File: config.mk
export PLATFORM = sky130hd
export DESIGN_NAME = tfr_temp_fault_response
export DESIGN_NICKNAME = d
export VERILOG_FILES = /design/src/rtl/tfr_temp_fault_response.v
export VERILOG_INCLUDE_DIRS = /design/src /design/src/rtl
export SDC_FILE = /design/constraint.sdc
export NUM_CORES = 1
export LEC_CHECK = 0
export ABC_AREA = 1
export ABC_CLOCK_PERIOD_IN_PS = 2100
export BUFFER_PORTS_ARGS = -buffer_cell sky130_fd_sc_hd__clkbuf_2
export CAP_MARGIN = 20
export CORE_ASPECT_RATIO = 0.75
export CORE_MARGIN = 8
export CORE_UTILIZATION = 53
export CTS_CLUSTER_SIZE = 20
export DETAILED_ROUTE_END_ITERATION = 8
export PLACE_DENSITY = 0.78
export SLEW_MARGIN = 20
export SYNTH_ARGS = -nofsm -noshare
export SYNTH_HDL_FRONTEND = slang
export SYNTH_SLANG_ARGS = --single-unit
File: constraint.sdc
create_clock -name mclk -period 2.1 [get_ports mclk]
set_input_delay 0.525 -clock mclk [delete_from_list [all_inputs] [get_ports mclk]]
set_output_delay 0.525 -clock mclk [all_outputs]
set_load 0.005 [all_outputs]
File: src/rtl/tfr_defines.vh
`ifndef TFR_DEFINES_VH
`define TFR_DEFINES_VH

// Command codes, one data byte each
`define TFR_CMD_EXT_OT 8'h50
`define TFR_CMD_EXT_UT 8'h54
`define TFR_CMD_DIE_OT 8'hD6

// Reset values
`define TFR_EXT_OT_RST 8'hB8
`define TFR_EXT_UT_RST 8'hB8
`define TFR_DIE_OT_RST 8'hC0

// Field positions in a response byte
`define TFR_RESP_HI 7
`define TFR_RESP_LO 6
`define TFR_RETRY_HI 5
`define TFR_RETRY_LO 3
`define TFR_DELAY_HI 2
`define TFR_DELAY_LO 0

// Response and retry encodings
`define TFR_RESP_CONT 2'h0
`define TFR_RESP_SHUT 2'h2
`define TFR_RESP_HOLD 2'h3
`define TFR_RETRY_NONE 3'h0
`define TFR_RETRY_ALWAYS 3'h7

// Synchroniser bit positions
`define TFR_S_DIE 0
`define TFR_S_OT 1
`define TFR_S_UT 3
`define TFR_S_RUN 5
`define TFR_S_W 7

// Retry interval unit and derived cycle count
`define TFR_CLK_KHZ 10000
`define TFR_TICK_TIME_MS 1
`define TFR_TICK_CYCLES 14'h2710

`endif

File: src/rtl/tfr_temp_fault_response.v
`timescale 1ns/1ns
`include "tfr_defines.vh"

// Functional notes
// RQ1: A die overtemperature response write with code 00 or 01 is refused and raises the CML fault.
// RQ2: Die response code 10 disables the output at once and then follows the retry field.
// RQ3: Die response code 11 holds the output off while the fault is present and releases it afterwards.
// RQ4: Every response code, whatever its value, still sets the matching status flag on a fault.
// RQ5: A die overtemperature fault sets the none-of-the-above, manufacturer and manufacturer OT flags.
// RQ6: Any temperature fault drives the alert line unless its source is masked.
// RQ7: A set fault flag stays until a clear-faults command, an off-then-on of the output, or power cycling; off-then-on leaves the CML flag set.
// RQ8: Retry setting 000 makes no restart and keeps the output off until the fault is cleared.
// RQ9: A die response write with any retry value other than 000 is refused and raises the CML fault.
// RQ10: The delay field in bits 2:0 is stored but never changes behaviour.
// RQ11: The external overtemperature response is a paged one-byte read/write command at 0x50, reset 0xB8.
// RQ12: The external undertemperature response is a paged one-byte read/write command at 0x54, reset 0xB8.
// RQ13: An external overtemperature fault sets the temperature summary flag and the OT temperature flag.
// RQ14: Each of these commands carries exactly one data byte per read or write.
// RQ15: External code 00 keeps running, 10 shuts down then retries as set, 01 and 11 are refused with CML.
// RQ16: External retry 111 restarts repeatedly, one programmed interval apart, until commanded off.
// RQ17: A refused write keeps the old contents, and paged writes reach only the selected channel.
module tfr_temp_fault_response #(
    parameter [13:0] TICK_CYCLES = `TFR_TICK_CYCLES
) (
    input wire mclk,
    input wire rstn,
    input wire cmd_wr,
    input wire cmd_rd,
    input wire [7:0] cmd_code,
    input wire [7:0] cmd_wdata,
    input wire cmd_page,
    output reg [7:0] cmd_rdata,
    output reg cmd_rvalid,
    input wire die_ot_pin,
    input wire [1:0] ext_ot_pin,
    input wire [1:0] ext_ut_pin,
    input wire [1:0] run_pin,
    input wire [1:0] oper_on,
    input wire clear_faults,
    input wire [7:0] restart_interval_setting,
    input wire mask_die,
    input wire mask_ot,
    input wire mask_ut,
    input wire mask_cml,
    output wire [1:0] out_en,
    output reg die_ot_flag_r,
    output wire [1:0] ext_ot_flag,
    output wire [1:0] ext_ut_flag,
    output wire [1:0] temp_summary,
    output wire none_above_flag,
    output wire mfr_word_flag,
    output reg cml_flag_r,
    output wire alert_o,
    output reg alert_oe
);

    ////////////////////////////////////////////////////////////////////////
    // Input synchronisers
    reg [`TFR_S_W-1:0] sync1_r;
    reg [`TFR_S_W-1:0] sync2_r;
    wire die_f;
    wire [1:0] ot_f;
    wire [1:0] ut_f;
    wire [1:0] run_s;

    // Two stages; first stage feeds only the second
    always @(posedge mclk or negedge rstn) begin
        if (!rstn) begin
            sync1_r <= 7'h00;
            sync2_r <= 7'h00;
        end else begin
            sync1_r <= {run_pin, ext_ut_pin, ext_ot_pin, die_ot_pin};
            sync2_r <= sync1_r;
        end
    end

    assign die_f = sync2_r[`TFR_S_DIE];
    assign ot_f = sync2_r[`TFR_S_OT+1:`TFR_S_OT];
    assign ut_f = sync2_r[`TFR_S_UT+1:`TFR_S_UT];
    assign run_s = sync2_r[`TFR_S_RUN+1:`TFR_S_RUN];

    ////////////////////////////////////////////////////////////////////////
    // Retry interval tick divider
    reg [13:0] tick_cnt_r;
    wire tick;

    assign tick = (tick_cnt_r == (TICK_CYCLES - 14'h0001));

    // Free running so all channels share one time base
    always @(posedge mclk or negedge rstn) begin
        if (!rstn) begin
            tick_cnt_r <= 14'h0000;
        end else if (tick) begin
            tick_cnt_r <= 14'h0000;
        end else begin
            tick_cnt_r <= tick_cnt_r + 14'h0001;
        end
    end

    ////////////////////////////////////////////////////////////////////////
    // Command decode and write checks
    reg [7:0] die_act_r;
    reg [15:0] ot_act_r;
    reg [15:0] ut_act_r;
    wire [1:0] w_resp;
    wire [2:0] w_retry;
    wire is_die;
    wire is_ot;
    wire is_ut;
    wire die_ok;
    wire ext_ok;
    wire wr_bad;
    wire [3:0] pg_lsb;

    assign w_resp = cmd_wdata[`TFR_RESP_HI:`TFR_RESP_LO];
    assign w_retry = cmd_wdata[`TFR_RETRY_HI:`TFR_RETRY_LO];
    assign is_die = (cmd_code == `TFR_CMD_DIE_OT);
    assign is_ot = (cmd_code == `TFR_CMD_EXT_OT);
    assign is_ut = (cmd_code == `TFR_CMD_EXT_UT);
    assign pg_lsb = {cmd_page, 3'h0};
    // Die response accepts only 10 or 11 with no retry
    assign die_ok = w_resp[1] && (w_retry == `TFR_RETRY_NONE); // RQ1 RQ9
    // External response accepts 00 or 10, retry 000 or 111
    assign ext_ok = ((w_resp == `TFR_RESP_CONT) || (w_resp == `TFR_RESP_SHUT)) &&
                    ((w_retry == `TFR_RETRY_NONE) || (w_retry == `TFR_RETRY_ALWAYS)); // RQ15
    // Unknown codes are refused the same way
    assign wr_bad = cmd_wr && ((is_die && !die_ok) || ((is_ot || is_ut) && !ext_ok) ||
                    !(is_die || is_ot || is_ut)); // RQ1 RQ9 RQ15

    // Response bytes; whole byte written, delay bits kept for read-back only
    always @(posedge mclk or negedge rstn) begin
        if (!rstn) begin
            die_act_r <= `TFR_DIE_OT_RST;
            ot_act_r <= {`TFR_EXT_OT_RST, `TFR_EXT_OT_RST}; // RQ11
            ut_act_r <= {`TFR_EXT_UT_RST, `TFR_EXT_UT_RST}; // RQ12
        end else if (cmd_wr && !wr_bad) begin
            if (is_die) begin
                die_act_r <= cmd_wdata; // RQ10 RQ14
            end
            if (is_ot) begin
                ot_act_r[pg_lsb +: 8] <= cmd_wdata; // RQ11 RQ17
            end
            if (is_ut) begin
                ut_act_r[pg_lsb +: 8] <= cmd_wdata; // RQ12 RQ17
            end
        end
    end

    // Read answer one cycle after the strobe
    always @(posedge mclk or negedge rstn) begin
        if (!rstn) begin
            cmd_rdata <= 8'h00;
            cmd_rvalid <= 1'b0;
        end else begin
            cmd_rvalid <= cmd_rd; // RQ14
            if (cmd_rd) begin
                if (is_die) begin
                    cmd_rdata <= die_act_r;
                end else if (is_ot) begin
                    cmd_rdata <= ot_act_r[pg_lsb +: 8]; // RQ11
                end else if (is_ut) begin
                    cmd_rdata <= ut_act_r[pg_lsb +: 8]; // RQ12
                end else begin
                    cmd_rdata <= 8'h00;
                end
            end
        end
    end

    // CML flag; a new refusal wins over a clear in the same cycle
    always @(posedge mclk or negedge rstn) begin
        if (!rstn) begin
            cml_flag_r <= 1'b0;
        end else if (wr_bad) begin
            cml_flag_r <= 1'b1; // RQ1 RQ9 RQ17
        end else if (clear_faults) begin
            cml_flag_r <= 1'b0;
        end
    end

    ////////////////////////////////////////////////////////////////////////
    // Per-channel response engine
    wire [1:0] on_rise;
    wire [1:0] die_resp;
    wire die_shut;
    wire die_hold;

    assign die_resp = die_act_r[`TFR_RESP_HI:`TFR_RESP_LO];
    assign die_shut = die_f && (die_resp == `TFR_RESP_SHUT); // RQ2
    assign die_hold = die_f && (die_resp == `TFR_RESP_HOLD); // RQ3

    genvar g;
    generate
        for (g = 0; g < 2; g = g + 1) begin : g_ch
            wire [7:0] ot_a;
            wire [7:0] ut_a;
            wire on;
            wire ot_shut;
            wire ut_shut;
            wire latch_trig;
            wire retry_trig;
            wire cnt_done;
            reg on_prev_r;
            reg latch_r;
            reg wait_r;
            reg [7:0] cnt_r;
            reg en_r;
            reg ot_flag_r;
            reg ut_flag_r;

            assign ot_a = ot_act_r[8*g+7:8*g];
            assign ut_a = ut_act_r[8*g+7:8*g];
            assign on = run_s[g] && oper_on[g];
            assign on_rise[g] = on && !on_prev_r;
            // Code 00 never shuts down; only 10 does
            assign ot_shut = ot_f[g] && (ot_a[`TFR_RESP_HI:`TFR_RESP_LO] == `TFR_RESP_SHUT); // RQ15
            assign ut_shut = ut_f[g] && (ut_a[`TFR_RESP_HI:`TFR_RESP_LO] == `TFR_RESP_SHUT); // RQ15
            assign latch_trig = die_shut ||
                (ot_shut && (ot_a[`TFR_RETRY_HI:`TFR_RETRY_LO] == `TFR_RETRY_NONE)) ||
                (ut_shut && (ut_a[`TFR_RETRY_HI:`TFR_RETRY_LO] == `TFR_RETRY_NONE)); // RQ2 RQ8
            assign retry_trig =
                (ot_shut && (ot_a[`TFR_RETRY_HI:`TFR_RETRY_LO] == `TFR_RETRY_ALWAYS)) ||
                (ut_shut && (ut_a[`TFR_RETRY_HI:`TFR_RETRY_LO] == `TFR_RETRY_ALWAYS)); // RQ16
            // Setting of zero still waits one tick, never a zero-length retry
            assign cnt_done = (cnt_r + 8'h01 >= restart_interval_setting);

            // Shutdown latch and retry wait; both drop when commanded off
            always @(posedge mclk or negedge rstn) begin
                if (!rstn) begin
                    on_prev_r <= 1'b0;
                    latch_r <= 1'b0;
                    wait_r <= 1'b0;
                    cnt_r <= 8'h00;
                    en_r <= 1'b0;
                end else begin
                    on_prev_r <= on;
                    if (!on) begin
                        latch_r <= 1'b0;
                        wait_r <= 1'b0;
                        cnt_r <= 8'h00;
                    end else begin
                        if (latch_trig) begin
                            latch_r <= 1'b1; // RQ8
                        end else if (clear_faults) begin
                            latch_r <= 1'b0; // RQ8
                        end
                        if (wait_r) begin
                            if (tick && cnt_done) begin
                                wait_r <= 1'b0; // RQ16
                                cnt_r <= 8'h00;
                            end else if (tick) begin
                                cnt_r <= cnt_r + 8'h01;
                            end
                        end else if (retry_trig) begin
                            wait_r <= 1'b1; // RQ16
                            cnt_r <= 8'h00;
                        end
                    end
                    // Drops the cycle after a trigger; hold tracks the fault level
                    en_r <= on && !latch_r && !wait_r && !latch_trig && !retry_trig && !die_hold; // RQ2 RQ3
                end
            end

            // External flags; a fault present wins over any clear
            always @(posedge mclk or negedge rstn) begin
                if (!rstn) begin
                    ot_flag_r <= 1'b0;
                    ut_flag_r <= 1'b0;
                end else begin
                    if (ot_f[g]) begin
                        ot_flag_r <= 1'b1; // RQ4 RQ13
                    end else if (clear_faults || on_rise[g]) begin
                        ot_flag_r <= 1'b0; // RQ7
                    end
                    if (ut_f[g]) begin
                        ut_flag_r <= 1'b1; // RQ4
                    end else if (clear_faults || on_rise[g]) begin
                        ut_flag_r <= 1'b0; // RQ7
                    end
                end
            end

            assign out_en[g] = en_r;
            assign ext_ot_flag[g] = ot_flag_r;
            assign ext_ut_flag[g] = ut_flag_r;
            assign temp_summary[g] = ot_flag_r || ut_flag_r; // RQ13
        end
    endgenerate

    ////////////////////////////////////////////////////////////////////////
    // Die flag, shared by both channels
    always @(posedge mclk or negedge rstn) begin
        if (!rstn) begin
            die_ot_flag_r <= 1'b0;
        end else if (die_f) begin
            die_ot_flag_r <= 1'b1; // RQ4 RQ5
        end else if (clear_faults || (|on_rise)) begin
            die_ot_flag_r <= 1'b0; // RQ7
        end
    end

    assign none_above_flag = die_ot_flag_r; // RQ5
    assign mfr_word_flag = die_ot_flag_r; // RQ5

    ////////////////////////////////////////////////////////////////////////
    // Alert, open-drain: pulled low while enable is high
    assign alert_o = 1'b0;

    always @(posedge mclk or negedge rstn) begin
        if (!rstn) begin
            alert_oe <= 1'b0;
        end else begin
            alert_oe <= (die_ot_flag_r && !mask_die) || ((|ext_ot_flag) && !mask_ot) ||
                        ((|ext_ut_flag) && !mask_ut) || (cml_flag_r && !mask_cml); // RQ6
        end
    end

endmodule // tfr_temp_fault_response

# == After elaboration in Yosys (flattened, before gate mapping) ==
# Cells that the tools add are included.
# totals
elab_cells,195
output_inout_bits,23
regBits,108
input_bits,43
# classes
n_eq_ne,22
shifts,4
n_addsub,4
n_reduce_logical,100
n_lt_le_gt_ge,2
muxes,38
# op_table
op,n
2-to-1 mux 8 bit,13
logical AND 1 bit,40
bitwise mux 16 bit,2
indexed part select 16 x 5 -> 8 bit,2
2-to-1 mux 1 bit,22
logical OR 1 bit,21
logical NOT 1 bit,19
adder 8 x 1 -> 8 bit (second input constant),2
== test 8 x 7 -> 1 bit (second input constant),2
>= comparator 8 bit,2
variable shift 8 x 6 -> 16 bit (first input constant),1
indexed part select 8 x 6 -> 16 bit,1
== test 3 bit (second input constant),5
logical NOT 3 bit,5
adder 14 x 1 -> 14 bit (second input constant),1
== test 14 bit (second input constant),1
== test 2 bit (second input constant),7
2-to-1 mux 14 bit,1
nonzero test 2 bit,6
AND reduction 2 bit,5
== test 8 bit (second input constant),1
!= test 4 x 3 -> 1 bit (second input constant),2
!= test 3 x 1 -> 1 bit (second input constant),2
!= test 3 x 2 -> 1 bit (second input constant),2
3 further kinds,5

# == Longest topological paths before layout ==
# depth
ltp_word,11
mapped_depth,15
depth_no_buf,15

# == Least setup slack after synthesis ==
# OpenSTA, ideal clock, no wires.
# synth_timing
path_kind,reg-to-reg
startpoint,register g_ch[0].cnt_r[0]
endpoint,register g_ch[0].cnt_r[0]
arrival_ps,2066
setup_slack_ps,-32
synth_period_minus_slack_ps,2132
path_buffers,0
setup_ps,66
stages_incl_launch_ff,14
required_time_ps,2034
cell_sequence,dfrtp_1 -> and3_1 -> nand3_1 -> nor2_1 -> nand3_1 -> nand2_1 -> inv_1 -> ha_1 -> a21oi_1 -> o21a_1 -> nand2_1 -> a21oi_1 -> nand2_1 -> nand2_1
# synth_between
elab_chain_cells,6
word_cells_on_any_way,9
classes_between,add/sub: 1; order compare: 1; eq/ne: 1; mux: 4; reduce/logical: 2
# synth_rtl
item,line_no,text
start: declaration,tfr_temp_fault_response.v:206,reg [7:0] cnt_r;
start signal: assignment,tfr_temp_fault_response.v:252,cnt_r <= cnt_r + 8'h01;
adder 8 x 1 -> 8 bit (*),"tfr_temp_fault_response.v:225, tfr_temp_fault_response.v:252",
>= comparator 8 bit,tfr_temp_fault_response.v:225,assign cnt_done = (cnt_r + 8'h01 >= restart_interval_setting);
logical AND 1 bit,tfr_temp_fault_response.v:248,if (tick && cnt_done) begin
2-to-1 mux 8 bit,tfr_temp_fault_response.v:248,
2-to-1 mux 8 bit,tfr_temp_fault_response.v:247,if (wait_r) begin
2-to-1 mux 8 bit,tfr_temp_fault_response.v:237,if (!on) begin
# Every way passes the cells marked *; elsewhere a longest branch is shown, timed or not. The select of a mux whose other input is x is not followed.
# A chain may end at the register's enable or synchronous reset.

# == Worst setup path in the final report ==
# layout_timing
startpoint,register g_ch[1].cnt_r[0]
endpoint,register g_ch[1].cnt_r[4]
# layout_between
elab_chain_cells,6
word_cells_on_any_way,9
classes_between,add/sub: 1; order compare: 1; eq/ne: 1; mux: 4; reduce/logical: 2
# layout_rtl
item,line_no
start: declaration,tfr_temp_fault_response.v:206
start signal: assignment,tfr_temp_fault_response.v:252
adder 8 x 1 -> 8 bit (*),"tfr_temp_fault_response.v:225, tfr_temp_fault_response.v:252"
>= comparator 8 bit,tfr_temp_fault_response.v:225
logical AND 1 bit,tfr_temp_fault_response.v:248
2-to-1 mux 8 bit,tfr_temp_fault_response.v:248
2-to-1 mux 8 bit,tfr_temp_fault_response.v:247
2-to-1 mux 8 bit,tfr_temp_fault_response.v:237
# Marks and branches as above.

==> impl_results.md <==
- Run status: finished, violations left
- Failing checks: setup timing
- Clock sink count: 108
- Vias in the first global route: 5060
- Post-synthesis adder-cell area fraction: 4.21%
- Routed vias/inst: 5.55
- Rel. slew slack: 53.2%
- Pins over their slew limit: 0
- Hold Path Class: in -> async
- Switching Fraction: 24.5%
- Seq/Total Area, Yosys: 48.3%
- Worst-Skew Late Latency: 350 ps
- First drt pass iteration count: 6
- XOR/XNOR Fraction of Synth Area: 1.71%
- DRT iter0 DRCs: 599
- Cells after Synth: 698
- WP data required: 2340 ps
- Top-count cell post-synth: nand2_1
- Number of I/O port buffers: 64
- Power Total: 0.00401 W
- Critical Path End Type: register
- Final setup violation count: 18
- CTS tree: done
- Mux cell area share after synthesis: 0%
- Leak: 3.55 nW
- Antenna diodes: 0
- Dominant synthesized flop cell: dfrtp_1
- CTS Buf Count: 9
- Post-route ant nets: 0
- Number of enable flip-flop cells after synthesis: 0
- Routed vias: 5169
- Max VDD drop: 0.000602 V
- Core Area: 0.0103 mm²
- Critical path class: reg -> reg
- Largest cells by area after synthesis: dfrtp_1 40%, nand2_1 14%, dfstp_2 8.4%
- Max FO, Critical Path: 6
- Synth-to-Final Area Change: 20.3%
- Remaining DRCs: 0
- Netlist cell types: 39
- Routability Congestion: 0.886
- Main combinational cell family by area after synthesis: simple AND/OR/NAND/NOR gates
- Root buf cell: clkbuf_16
- Fin util: 65.7%
- Worst slew pin tran: 695 ps
- Crit path from: g_ch[1].cnt_r[0]$_DFFE_PN0P_
- Fin. Hold Viols: 0
- Combinational fraction of design power: 7.0%
- Nets: 853
- Drt total wl: 15200 µm
- Ys async rst share: 100%
- Yosys top cell area share: 39.9%
- Die footprint: 0.0142 mm²
- Final hold slack: 72.3 ps
- Proportion of layout cells with a drive suffix above 1: 25.1%
- Post-synthesis compound-gate area fraction: 6.67%
- Routed wire length per instance: 16.3 µm
- Row cnt: 32
- Die height: 105 µm
- Clk pwr share: 39.8%
- RSZ-0062 raised after global routing: yes
- Skew final: 8.27 ps
- Initial antenna violation count: 0
- Fin area: 0.00679 mm²
- Max-cap violations: 0
- Syn Nets: 760
- DP HPWL: 10700 µm
- Reg power frac: 53.2%
- Dpl cell area: 0.00621 mm²
- IO Pins: 66
- Critical Path AT: 2490 ps
- Fill count: 814
- Post-synth top area cell: dfrtp_1
- Clock tree buffer depth: 2
- GRT overflow: 0
- Clock slew at reported path FFs: 70 ps
- All-Layer GR Usage: 21.3%
- Minimum clock period: 2250 ps
- Syn avg cell area: 8.08 µm²
- Worst setup SP type: register
- Internal power: 0.00302 W
- Final WS setup: -150 ps
- Synth cell count leaders: 208 x nand2_1, 93 x inv_1, 90 x dfrtp_1
- Mapped Area: 0.00564 mm²
- Reg2reg start: g_ch[1].cnt_r[0]$_DFFE_PN0P_
- Post-Synth Simple-Gate Area: 29.3%
- Largest net degree at the start of global routing: 44
- Die Wd: 135 µm
- FF-to-FF path depth: 14
- Peak Freq: 444 MHz
- Synthesis-stage register bit count: 108
- Initial Util: 54.6%
- Synth warn: 0
- Tcrit/Tclk final: 107%
- Setup TNS: -1850 ps
- Global-route wire length before repair: 24600 µm
- NetSw: 0.000982 W
- PD cells: 590 mW/mm²
- H-tree Lvls: 3
logic make-up (layout without fill, tap and decap cells):
logic type / count (synthesis) / in the layout
AND/OR/NAND/NOR: 365 / 365
buffers and inverters: 125 / 223
flip-flops: 108 / 108
AO/OA/AOI/OAI: 69 / 69
adder cells (fa/ha/maj): 19 / 19
XOR/XNOR: 11 / 11
other: 1 / 1
area by class of cell:
cell class | instances | area (µm²) | share of cell area, %
Clock buffer | 10 | 229 | 3.37
Clock inverter | 6 | 47.5 | 0.700
Inverter | 99 | 372 | 5.47
Multi-Input combinational cell | 465 | 2550 | 37.6
Sequential cell | 108 | 2730 | 40.1
Tap cell | 136 | 170 | 2.51
Timing Repair Buffer | 108 | 691 | 10.2
critical path: stages, from the launching register on:
cell,delay [ps]
dfrtp_1,400
ha_2,210
nand2_2,60
inv_2,60
nand4_1,100
xor2_1,200
inv_1,100
ha_4,270
inv_2,40
nor3_2,230
nor3_2,70
nand2_2,80
nand2_2,110
nand2_2,110
o21ai_1,70
cells in the final DEF (no fill, tap or decap), types with 16 or more instances in the layout:
master,Yosys,final
dfrtp_1,90,90
nand3_1,32,26
nand2_1,208,200
clkbuf_2,0,63
buf_4,9,42
nor2_1,38,35
nand2_2,9,16
nor3_1,19,16
inv_1,93,89
nand4_1,44,44
o21ai_0,30,30
dfstp_2,18,18
a21oi_1,24,20
timing repair:
action,in CTS,in global routing
hold buffers,0,0
gates cloned,0,0
endpoints found under the setup margin,17,18
setup buffers,14,3
resized for setup,23,20
pin swaps,14,12
through the flow:
step / instances / setup slack, ps
floorplan: 698 / 71.3
global placement: 900 / -9.37
detailed placement: 900 / -203
CTS: 930 / -18.9
global route: 932 / -250
finish: 932 / -150
sequential cells by signal (all words and copies together), names as in the netlist, 2 cells and up:
name and flops:
cmd_rdata 8, g_ch.wait_r 2, sync2_r 7, g_ch.on_prev_r 2
die_act_r 8, g_ch.ot_flag_r 2, tick_cnt_r 14, ot_act_r 16
sync1_r 7, g_ch.en_r 2, ut_act_r 16, g_ch.cnt_r 16
g_ch.ut_flag_r 2, g_ch.latch_r 2
routing by layer:
layer	global-route usage [%]	share of wire, %	vias to the layer above
li1	-	-	2430
met1	29.7	44	2458
met2	31.4	44	243
met3	6.12	9.7	38
met4	6.25	2.4	0
met5	0	0	-
final timing paths:
path / endpoint / slack [ps]
max in group asynchronous: ut_act_r[15]$_DFFE_PN1P_ / 1440
min in group mclk: sync1_r[3]$_DFF_PN0_ / 280
hold reg to reg: sync2_r[5]$_DFF_PN0_ / 350
setup / recovery: g_ch[1].cnt_r[4]$_DFFE_PN0P_ / -150
setup reg to reg: g_ch[1].cnt_r[4]$_DFFE_PN0P_ / -150
hold / removal: sync1_r[3]$_DFF_PN0_ / 70
power by group through the flow:
stage / Combinational, W / Clock (W) / Sequential (W)
2_1_floorplan: 0.000115 / 0 / 0.00216
3_3_place_gp: 0.000259 / 0 / 0.00217
3_5_place_dp: 0.000267 / 0 / 0.00217
4_1_cts: 0.000272 / 0.00162 / 0.00213
5_1_grt: 0.000309 / 0.00170 / 0.00213
6_report: 0.000280 / 0.00160 / 0.00213
(Power assumes the default switching activity.)
